===== src/core/dmsi_regs.svh =====
`ifndef DMSI_REGS_SVH
`define DMSI_REGS_SVH

// Byte offsets of each field inside the cyclic input image (little-endian).
`define DMSI_OFF_ALARM      6
`define DMSI_OFF_FB_POS     8
`define DMSI_OFF_SPEED      12
`define DMSI_OFF_CMD_POS    16
`define DMSI_OFF_TORQUE     20
`define DMSI_OFF_LOAD       22
`define DMSI_OFF_INFO       24
`define DMSI_OFF_RD_ID      30
`define DMSI_OFF_STATUS     32
`define DMSI_OFF_WR_ID      34
`define DMSI_OFF_RD_DATA    36
`define DMSI_OFF_MON0       40
`define DMSI_IMAGE_BYTES    56

// Bit positions inside the read/write status word.
`define DMSI_ST_RD_ERR      7
`define DMSI_ST_WR_END      8
`define DMSI_ST_BUSY        9
`define DMSI_ST_WR_SET_ERR  11
`define DMSI_ST_WR_IF_ERR   12
`define DMSI_ST_NVM_REFUSE  13
`define DMSI_ST_EXEC_FAIL   14
`define DMSI_ST_WR_ERR      15

// Reset values.
`define DMSI_RST_16         16'h0000
`define DMSI_RST_32         32'h0000_0000

// Number of monitor slots and the slot index of the scanner read.
`define DMSI_MON_COUNT      4
`define DMSI_SCAN_SLOT      3'h4

`endif


===== src/core/dmsi_pkg.sv =====
package dmsi_pkg;

	typedef enum logic [0:0] {
		DMSI_RD_IDLE = 1'b0,
		DMSI_RD_WAIT = 1'b1
	} dmsi_rd_state_t;

	typedef enum logic [1:0] {
		DMSI_WR_IDLE = 2'b00,
		DMSI_WR_WAIT = 2'b01,
		DMSI_WR_DONE = 2'b10
	} dmsi_wr_state_t;

	typedef enum logic [2:0] {
		DMSI_WRES_OK    = 3'b000,
		DMSI_WRES_RANGE = 3'b001,
		DMSI_WRES_EXEC  = 3'b010
	} dmsi_wres_t;

endpackage


===== src/core/dmsi_core.sv =====
`timescale 1ns/1ps
`default_nettype none
`include "dmsi_regs.svh"

module dmsi_core #(
	parameter int ID_W = 16,
	parameter int DW   = 32
) (
	input  wire logic            clk,
	input  wire logic            sys_rst,
	input  wire logic [15:0]     alarm_code_in,
	input  wire logic            wrap_enable,
	input  wire logic [DW-1:0]   fb_pos_linear,
	input  wire logic [DW-1:0]   fb_pos_wrapped,
	input  wire logic [DW-1:0]   cmd_pos_linear,
	input  wire logic [DW-1:0]   cmd_pos_wrapped,
	input  wire logic [DW-1:0]   speed_hz_in,
	input  wire logic [15:0]     torque_in,
	input  wire logic [15:0]     load_in,
	input  wire logic [31:0]     info_code_in,
	input  wire logic            internal_busy_flag,
	input  wire logic            user_if_active,
	input  wire logic            nvm_active,
	input  wire logic [ID_W-1:0] read_param_id,
	input  wire logic            write_request,
	input  wire logic [ID_W-1:0] write_param_id,
	input  wire logic [DW-1:0]   write_data,
	input  wire logic [ID_W-1:0] mon_addr_0,
	input  wire logic [ID_W-1:0] mon_addr_1,
	input  wire logic [ID_W-1:0] mon_addr_2,
	input  wire logic [ID_W-1:0] mon_addr_3,
	output logic                 par_rd_req,
	output logic [ID_W-1:0]      par_rd_id,
	input  wire logic            par_rd_ack,
	input  wire logic            par_rd_ok,
	input  wire logic [DW-1:0]   par_rd_data,
	output logic                 par_wr_req,
	output logic [ID_W-1:0]      par_wr_id,
	output logic [DW-1:0]        par_wr_data,
	input  wire logic            par_wr_ack,
	input  wire logic [2:0]      par_wr_result,
	output logic [15:0]          active_alarm_code,
	output logic [DW-1:0]        measured_position,
	output logic [DW-1:0]        measured_speed_hz,
	output logic [DW-1:0]        commanded_position,
	output logic [15:0]          torque_percent,
	output logic [15:0]          load_percent,
	output logic [31:0]          active_info_code,
	output logic [ID_W-1:0]      read_id_echo,
	output logic [15:0]          param_access_status,
	output logic [ID_W-1:0]      write_id_echo,
	output logic [DW-1:0]        param_read_value,
	output logic [DW-1:0]        selectable_monitor_0,
	output logic [DW-1:0]        selectable_monitor_1,
	output logic [DW-1:0]        selectable_monitor_2,
	output logic [DW-1:0]        selectable_monitor_3,
	input  wire logic [5:0]      img_addr,
	output logic [7:0]           img_rdata
);

	// Live monitor copies; all scanner-side and motion inputs share clk.
	logic [15:0]                 next_alarm;
	logic [DW-1:0]               next_fb_pos;
	logic [DW-1:0]               next_cmd_pos;

	always_comb begin
		next_alarm   = alarm_code_in;
		next_fb_pos  = wrap_enable ? fb_pos_wrapped : fb_pos_linear;
		next_cmd_pos = wrap_enable ? cmd_pos_wrapped : cmd_pos_linear;
	end

	always_ff @(posedge clk or posedge sys_rst) begin
		if (sys_rst) begin
			active_alarm_code  <= `DMSI_RST_16;
			measured_position  <= '0;
			commanded_position <= '0;
			measured_speed_hz  <= '0;
			torque_percent     <= `DMSI_RST_16;
			load_percent       <= `DMSI_RST_16;
			active_info_code   <= `DMSI_RST_32;
		end else begin
			active_alarm_code  <= next_alarm;
			measured_position  <= next_fb_pos;
			commanded_position <= next_cmd_pos;
			measured_speed_hz  <= speed_hz_in;
			torque_percent     <= torque_in;
			load_percent       <= load_in;
			active_info_code   <= info_code_in;
		end
	end

	// Read port: slots 0..3 refresh the monitors, slot 4 serves the scanner,
	// visited round robin so every field keeps being refreshed.
	dmsi_pkg::dmsi_rd_state_t    rd_state;
	dmsi_pkg::dmsi_rd_state_t    next_rd_state;
	logic [2:0]                  rd_slot;
	logic [2:0]                  next_rd_slot;
	logic                        rd_err;
	logic                        next_rd_err;
	logic [ID_W-1:0]             next_rd_id;
	logic                        next_rd_req;
	logic [ID_W-1:0]             next_rd_echo;
	logic [DW-1:0]               next_rd_value;
	logic [DW-1:0]               mon [`DMSI_MON_COUNT];
	logic [DW-1:0]               next_mon [`DMSI_MON_COUNT];
	logic [ID_W-1:0]             mon_addr [`DMSI_MON_COUNT];

	assign mon_addr[0] = mon_addr_0;
	assign mon_addr[1] = mon_addr_1;
	assign mon_addr[2] = mon_addr_2;
	assign mon_addr[3] = mon_addr_3;

	always_comb begin
		next_rd_state = rd_state;
		next_rd_slot  = rd_slot;
		next_rd_err   = rd_err;
		next_rd_id    = par_rd_id;
		next_rd_req   = 1'b0;
		next_rd_echo  = read_id_echo;
		next_rd_value = param_read_value;
		next_mon      = mon;
		unique case (rd_state)
			dmsi_pkg::DMSI_RD_IDLE: begin
				next_rd_req   = 1'b1;
				next_rd_id    = (rd_slot == `DMSI_SCAN_SLOT) ? read_param_id : mon_addr[rd_slot[1:0]];
				next_rd_state = dmsi_pkg::DMSI_RD_WAIT;
			end
			dmsi_pkg::DMSI_RD_WAIT: begin
				if (par_rd_ack) begin
					if (rd_slot == `DMSI_SCAN_SLOT) begin
						next_rd_echo = par_rd_id;
						next_rd_err  = !par_rd_ok;
						if (par_rd_ok) begin
							next_rd_value = par_rd_data;
						end
						next_rd_slot = 3'h0;
					end else begin
						if (par_rd_ok) begin
							next_mon[rd_slot[1:0]] = par_rd_data;
						end
						next_rd_slot = rd_slot + 3'h1;
					end
					next_rd_state = dmsi_pkg::DMSI_RD_IDLE;
				end
			end
		endcase
	end

	always_ff @(posedge clk or posedge sys_rst) begin
		if (sys_rst) begin
			rd_state         <= dmsi_pkg::DMSI_RD_IDLE;
			rd_slot          <= `DMSI_SCAN_SLOT;
			rd_err           <= 1'b0;
			par_rd_id        <= '0;
			par_rd_req       <= 1'b0;
			read_id_echo     <= '0;
			param_read_value <= '0;
			for (int i = 0; i < `DMSI_MON_COUNT; i++) begin
				mon[i] <= '0;
			end
		end else begin
			rd_state         <= next_rd_state;
			rd_slot          <= next_rd_slot;
			rd_err           <= next_rd_err;
			par_rd_id        <= next_rd_id;
			par_rd_req       <= next_rd_req;
			read_id_echo     <= next_rd_echo;
			param_read_value <= next_rd_value;
			mon              <= next_mon;
		end
	end

	assign selectable_monitor_0 = mon[0];
	assign selectable_monitor_1 = mon[1];
	assign selectable_monitor_2 = mon[2];
	assign selectable_monitor_3 = mon[3];

	// Write handshake. Detail error bits stay until the next write starts so
	// the scanner can still read the cause after withdrawing its request.
	dmsi_pkg::dmsi_wr_state_t    wr_state;
	dmsi_pkg::dmsi_wr_state_t    next_wr_state;
	logic                        wr_done;
	logic                        next_wr_done;
	logic                        wr_set_err;
	logic                        next_wr_set_err;
	logic                        wr_if_err;
	logic                        next_wr_if_err;
	logic                        write_nvm_conflict;
	logic                        next_write_nvm_conflict;
	logic                        command_exec_fail;
	logic                        next_command_exec_fail;
	logic                        wr_err;
	logic                        next_wr_err;
	logic                        next_wr_req;
	logic [ID_W-1:0]             next_wr_id;
	logic [DW-1:0]               next_wr_data;

	always_comb begin
		next_wr_state   = wr_state;
		next_wr_done    = wr_done;
		next_wr_set_err = wr_set_err;
		next_wr_if_err  = wr_if_err;
		next_write_nvm_conflict = write_nvm_conflict;
		next_command_exec_fail  = command_exec_fail;
		next_wr_err     = wr_err;
		next_wr_req     = 1'b0;
		next_wr_id      = par_wr_id;
		next_wr_data    = par_wr_data;
		unique case (wr_state)
			dmsi_pkg::DMSI_WR_IDLE: begin
				if (write_request) begin
					next_wr_id      = write_param_id;
					next_wr_data    = write_data;
					next_wr_set_err = 1'b0;
					next_wr_if_err  = 1'b0;
					next_write_nvm_conflict = 1'b0;
					next_command_exec_fail  = 1'b0;
					next_wr_err     = 1'b0;
					if (user_if_active) begin
						next_wr_if_err = 1'b1;
						next_wr_err    = 1'b1;
						next_wr_done   = 1'b1;
						next_wr_state  = dmsi_pkg::DMSI_WR_DONE;
					end else if (nvm_active) begin
						next_write_nvm_conflict = 1'b1;
						next_wr_err    = 1'b1;
						next_wr_done   = 1'b1;
						next_wr_state  = dmsi_pkg::DMSI_WR_DONE;
					end else begin
						next_wr_req   = 1'b1;
						next_wr_state = dmsi_pkg::DMSI_WR_WAIT;
					end
				end
			end
			dmsi_pkg::DMSI_WR_WAIT: begin
				if (par_wr_ack) begin
					case (par_wr_result)
						dmsi_pkg::DMSI_WRES_OK: next_wr_err = 1'b0;
						dmsi_pkg::DMSI_WRES_RANGE: begin
							next_wr_set_err = 1'b1;
							next_wr_err     = 1'b1;
						end
						default: begin
							next_command_exec_fail = 1'b1;
							next_wr_err     = 1'b1;
						end
					endcase
					next_wr_done  = 1'b1;
					next_wr_state = dmsi_pkg::DMSI_WR_DONE;
				end
			end
			dmsi_pkg::DMSI_WR_DONE: begin
				if (!write_request) begin
					next_wr_done  = 1'b0;
					next_wr_err   = 1'b0;
					next_wr_state = dmsi_pkg::DMSI_WR_IDLE;
				end
			end
			default: next_wr_state = dmsi_pkg::DMSI_WR_IDLE;
		endcase
	end

	always_ff @(posedge clk or posedge sys_rst) begin
		if (sys_rst) begin
			wr_state           <= dmsi_pkg::DMSI_WR_IDLE;
			wr_done            <= 1'b0;
			wr_set_err         <= 1'b0;
			wr_if_err          <= 1'b0;
			write_nvm_conflict <= 1'b0;
			command_exec_fail  <= 1'b0;
			wr_err             <= 1'b0;
			par_wr_req         <= 1'b0;
			par_wr_id          <= '0;
			par_wr_data        <= '0;
			write_id_echo      <= '0;
		end else begin
			wr_state           <= next_wr_state;
			wr_done            <= next_wr_done;
			wr_set_err         <= next_wr_set_err;
			wr_if_err          <= next_wr_if_err;
			write_nvm_conflict <= next_write_nvm_conflict;
			command_exec_fail  <= next_command_exec_fail;
			wr_err             <= next_wr_err;
			par_wr_req         <= next_wr_req;
			par_wr_id          <= next_wr_id;
			par_wr_data        <= next_wr_data;
			write_id_echo      <= next_wr_id;
		end
	end

	// Status word, reserved bits forced to zero.
	logic [15:0]                 next_status;

	always_comb begin
		next_status                       = `DMSI_RST_16;
		next_status[`DMSI_ST_RD_ERR]      = rd_err;
		next_status[`DMSI_ST_WR_END]      = wr_done;
		next_status[`DMSI_ST_BUSY]        = internal_busy_flag | (wr_state == dmsi_pkg::DMSI_WR_WAIT);
		next_status[`DMSI_ST_WR_SET_ERR]  = wr_set_err;
		next_status[`DMSI_ST_WR_IF_ERR]   = wr_if_err;
		next_status[`DMSI_ST_NVM_REFUSE]  = write_nvm_conflict;
		next_status[`DMSI_ST_EXEC_FAIL]   = command_exec_fail;
		next_status[`DMSI_ST_WR_ERR]      = wr_err;
	end

	// Byte view of the cyclic image; unmapped and reserved bytes read zero.
	logic [`DMSI_IMAGE_BYTES*8-1:0] image;
	logic [7:0]                  next_img;

	always_comb begin
		image = '0;
		image[`DMSI_OFF_ALARM*8 +: 16]    = active_alarm_code;
		image[`DMSI_OFF_FB_POS*8 +: 32]   = measured_position;
		image[`DMSI_OFF_SPEED*8 +: 32]    = measured_speed_hz;
		image[`DMSI_OFF_CMD_POS*8 +: 32]  = commanded_position;
		image[`DMSI_OFF_TORQUE*8 +: 16]   = torque_percent;
		image[`DMSI_OFF_LOAD*8 +: 16]     = load_percent;
		image[`DMSI_OFF_INFO*8 +: 32]     = active_info_code;
		image[`DMSI_OFF_RD_ID*8 +: 16]    = read_id_echo;
		image[`DMSI_OFF_STATUS*8 +: 16]   = param_access_status;
		image[`DMSI_OFF_WR_ID*8 +: 16]    = write_id_echo;
		image[`DMSI_OFF_RD_DATA*8 +: 32]  = param_read_value;
		for (int i = 0; i < `DMSI_MON_COUNT; i++) begin
			image[(`DMSI_OFF_MON0 + 4*i)*8 +: 32] = mon[i];
		end
		next_img = (int'(img_addr) < `DMSI_IMAGE_BYTES) ? image[img_addr*8 +: 8] : 8'h00;
	end

	always_ff @(posedge clk or posedge sys_rst) begin
		if (sys_rst) begin
			param_access_status <= `DMSI_RST_16;
			img_rdata           <= 8'h00;
		end else begin
			param_access_status <= next_status;
			img_rdata           <= next_img;
		end
	end
endmodule

`default_nettype wire


===== config.mk =====
export PLATFORM = sky130hd
export DESIGN_NAME = dmsi_core
export DESIGN_NICKNAME = d
export VERILOG_FILES = /design/src/core/dmsi_pkg.sv /design/src/core/dmsi_core.sv
export VERILOG_INCLUDE_DIRS = /design/src /design/src/core
export SDC_FILE = /design/constraint.sdc
export NUM_CORES = 1
export LEC_CHECK = 0
export BUFFER_PORTS_ARGS = -buffer_cell sky130_fd_sc_hd__buf_2
export CAP_MARGIN = 20
export CORE_AREA = 2 2 344 346
export DETAILED_ROUTE_END_ITERATION = 10
export DIE_AREA = 0 0 346 348
export PLACE_DENSITY = 0.33
export SETUP_SLACK_MARGIN = 0.5
export SLEW_MARGIN = 10
export SYNTH_ARGS = -nofsm -noshare
export SYNTH_HDL_FRONTEND = slang
export SYNTH_SLANG_ARGS = --single-unit
export TNS_END_PERCENT = 10

===== constraint.sdc =====
create_clock -name clk -period 17.5 [get_ports clk]
set_input_delay 0.875 -clock clk [delete_from_list [all_inputs] [get_ports clk]]
set_output_delay 0.875 -clock clk [all_outputs]
set_load 0.01 [all_outputs]

==> run metrics <==
min-delay src info_code_in[8]; CTS hold repair buffers 0; Yosys warning count 0; share of layout cells above drive strength 1 0.650; Final Max Tran Viols 0; worst hold path type in2reg; cell row count 126; hold path endpoint active_info_code[8]; detailed placement HPWL 75200 um; worst hold slack 0.318 ns; I/O pin cnt 877; critical path class reg2reg; status finished, final reports clean; Residual DRC 0; Hold Path Cell Cnt 1; reg-to-reg critical path endpoint param_read_value[10]; clk_skew 0.0201 ns; period utilisation layout 0.221; Die X 346 um; vias 14500; H-tree depth 2; post-synth top area cell dfrtp_1; FF+latch count, synth 447; part of the Yosys area used for sequential elements 0.587; Final Wtd Congestion 0.877; Worst R2R Setup Slack 13.64 ns; DR WL/cell 25.9 um; Max clock buf depth 3; vias per cell 3.93; initial antenna violation count 18; number of DRC markers in iteration 0 658; # port buffers 868; synth unique cells 48; Rel. slew slack 0.326; Tot GR Track Use 0.154; ANT nets after route 0; core area 0.117 mm^2; unrepaired setup endpoints after global routing no; fmax 0.259 GHz; Main synth FF type dfrtp_1; worst path arrival time 4.38 ns; Worst Setup Start Kind flop; Final Hold Vio Count 0; R2R cell count 7; PD cells 157 mW/mm^2; total negative slack for setup checks 0 ns; Synth-to-Final Area Change 42.1%; Crit. End Element flop; VDD IR max 70.3 uV; post-synthesis async set-or-reset flop share 1.00; Critical R2R Launch rd_slot[1]; Synth Instances 1238; Syn Area/Cell 15.4 um^2; Max-Cap Viols 0; final wirelength 95500 um; root buffer cell clkbuf_16; initial core utilization 0.163; vias in the first global route 16100; final setup vio count 0; Lkg Pwr 13.0 nW; global route overflow 0; CTS tree built; Mapped Area 0.0191 mm^2; Worst-Margin Slew 1.01 ns; drt pass-1 iters 5; Final min period 3.86 ns; CP max FO 32; Yosys top cell area share 0.585; post-CTS setup buffer count 0; data required time of the worst path 18.02 ns; die area 0.120 mm^2; first-pass GRT wire length 131000 um; post-cts resize count 0; Skew-Pair Late Insertion Delay 0.66 ns; synth top area cells dfrtp_1 (59%), mux2_2 (17%), mux4_2 (11%), mux2i_1 (2.2%), nand2_1 (1.7%); nets@finish 2526; Clock transition at path regs 0.06 ns; number of synthesized flops with an enable pin 0; pin count of the biggest net entering global routing 98; Num CTS Buffers 59; die height 348 um; Sink Count 447
[layer usage]
metal / track usage / vias up / share of wire
li1: - / 6275 / -
met1: 0.185 / 7550 / 0.40
met2: 0.267 / 582 / 0.50
met3: 0.0483 / 108 / 0.077
met4: 0.0414 / 4 / 0.024
met5: 0 / - / 0.00030
[cell type report]
class / instances / area (um^2)
diodes: 4 / 10.0
clock buffers: 81 / 1670
clock inverters: 31 / 365
fillers: 12600 / 89900
inverters: 10 / 45.0
multi-input cells: 689 / 7330
flip-flops and latches: 447 / 11200
well taps: 1536 / 1920
repair buffers: 892 / 4580
[metrics by stage]
step	util	setup WS, ns	instance area (um^2)	power, mW	std cells
2_1_floorplan	-	4.17	19100	2.28	1245
3_3_place_gp	0.214	13.08	25000	3.04	3572
3_5_place_dp	0.214	13.10	25000	3.05	3572
4_1_cts	0.231	13.25	27000	4.35	3684
5_1_grt	0.232	13.39	27100	4.50	3688
6_report	0.232	13.64	27100	4.25	3690
[power breakdown]
part	leakage [nW]	switching, mW	internal [mW]	total [mW]
Sequential	5.40	0.272	1.34	1.62
Clock	1.00	0.508	0.758	1.27
Combinational	6.56	0.730	0.640	1.37
Total	13.0	1.51	2.74	4.25
[cells in the final DEF, fill, tap and decap left out, drive strengths merged, types with 4 or more instances in the layout]
cell and n:
buf 891, dfrtp 446, mux2 291, mux4 96
nand2 85, clkbuf 82, mux2i 41, o21ai 25
a21oi 24, nor2 22, clkinv 20, a221oi 14
inv 12, nor2b 11, ha 8, conb 8
a22oi 7, o22ai 7, a211o 7, bufinv 6
o31ai 6, nand3 5, nand2b 5, diode 4
[logic make-up (layout without fill, tap and decap cells)]
group | count (synthesis) | in the layout | share of synthesized area
compound gates | 100 | 100 | 0.0355
simple gates | 145 | 145 | 0.0335
flops | 447 | 447 | 0.587
fa+ha+maj | 8 | 8 | 0.00525
buf+inv | 109 | 1014 | 0.0320
mux | 428 | 428 | 0.307
other cells | 1 | 12 | 0.000197
[cell usage after synthesis, types with 2 or more instances]
library cell	instances
buf_2	32
and2_1	2
o31a_1	2
o21ai_0	25
buf_6	2
inv_1	10
mux2_2	291
a21oi_1	24
ha_1	8
buf_12	2
nor3b_1	2
nor2_1	22
nor3_1	2
a22oi_1	7
a211o_1	7
o22ai_1	7
nand2b_1	5
mux4_2	95
and3_1	2
dfrtp_1	446
a221oi_1	10
or2_2	3
nand2_1	85
nor2b_1	11
a221oi_2	4
o31ai_1	6
buf_4	30
clkbuf_1	32
mux2i_1	41
nand3_1	5
[worst max path at each step]
| stage | slack (ns) | from | to | depth (start not counted) |
|---|---|---|---|---|
| global route | 13.39 | rd_slot[1] | param_read_value[10] | 7 |
| CTS | 13.25 | rd_slot[0] | param_read_value[0] | 7 |
| global placement | 13.08 | img_addr[0] | img_rdata[3] | 6 |
| detailed placement | 13.10 | img_addr[0] | img_rdata[3] | 6 |
| floorplan | 4.17 | sys_rst | active_alarm_code[0] | 1 |
| finish | 13.64 | rd_slot[1] | param_read_value[10] | 7 |
[critical path, cell delays in order, from the launching register on]
cell and delay (ns):
dfrtp_1 0.88, inv_1 0.16, ha_1 0.28, nand2_1 0.71, nor2_1 0.48, nand2_2 0.22, buf_4 0.50, mux2_2 0.41
[registers in the layout, indices dropped and copies added, names as in the netlist, 32 cells and up]
name and flops:
active_info_code 32, measured_speed_hz 32, par_wr_data 32, param_read_value 32, selectable_monitor_1 32, selectable_monitor_3 32, measured_position 32, commanded_position 32
selectable_monitor_0 32, selectable_monitor_2 32
No activity file was read; power rests on OpenSTA's default activity.
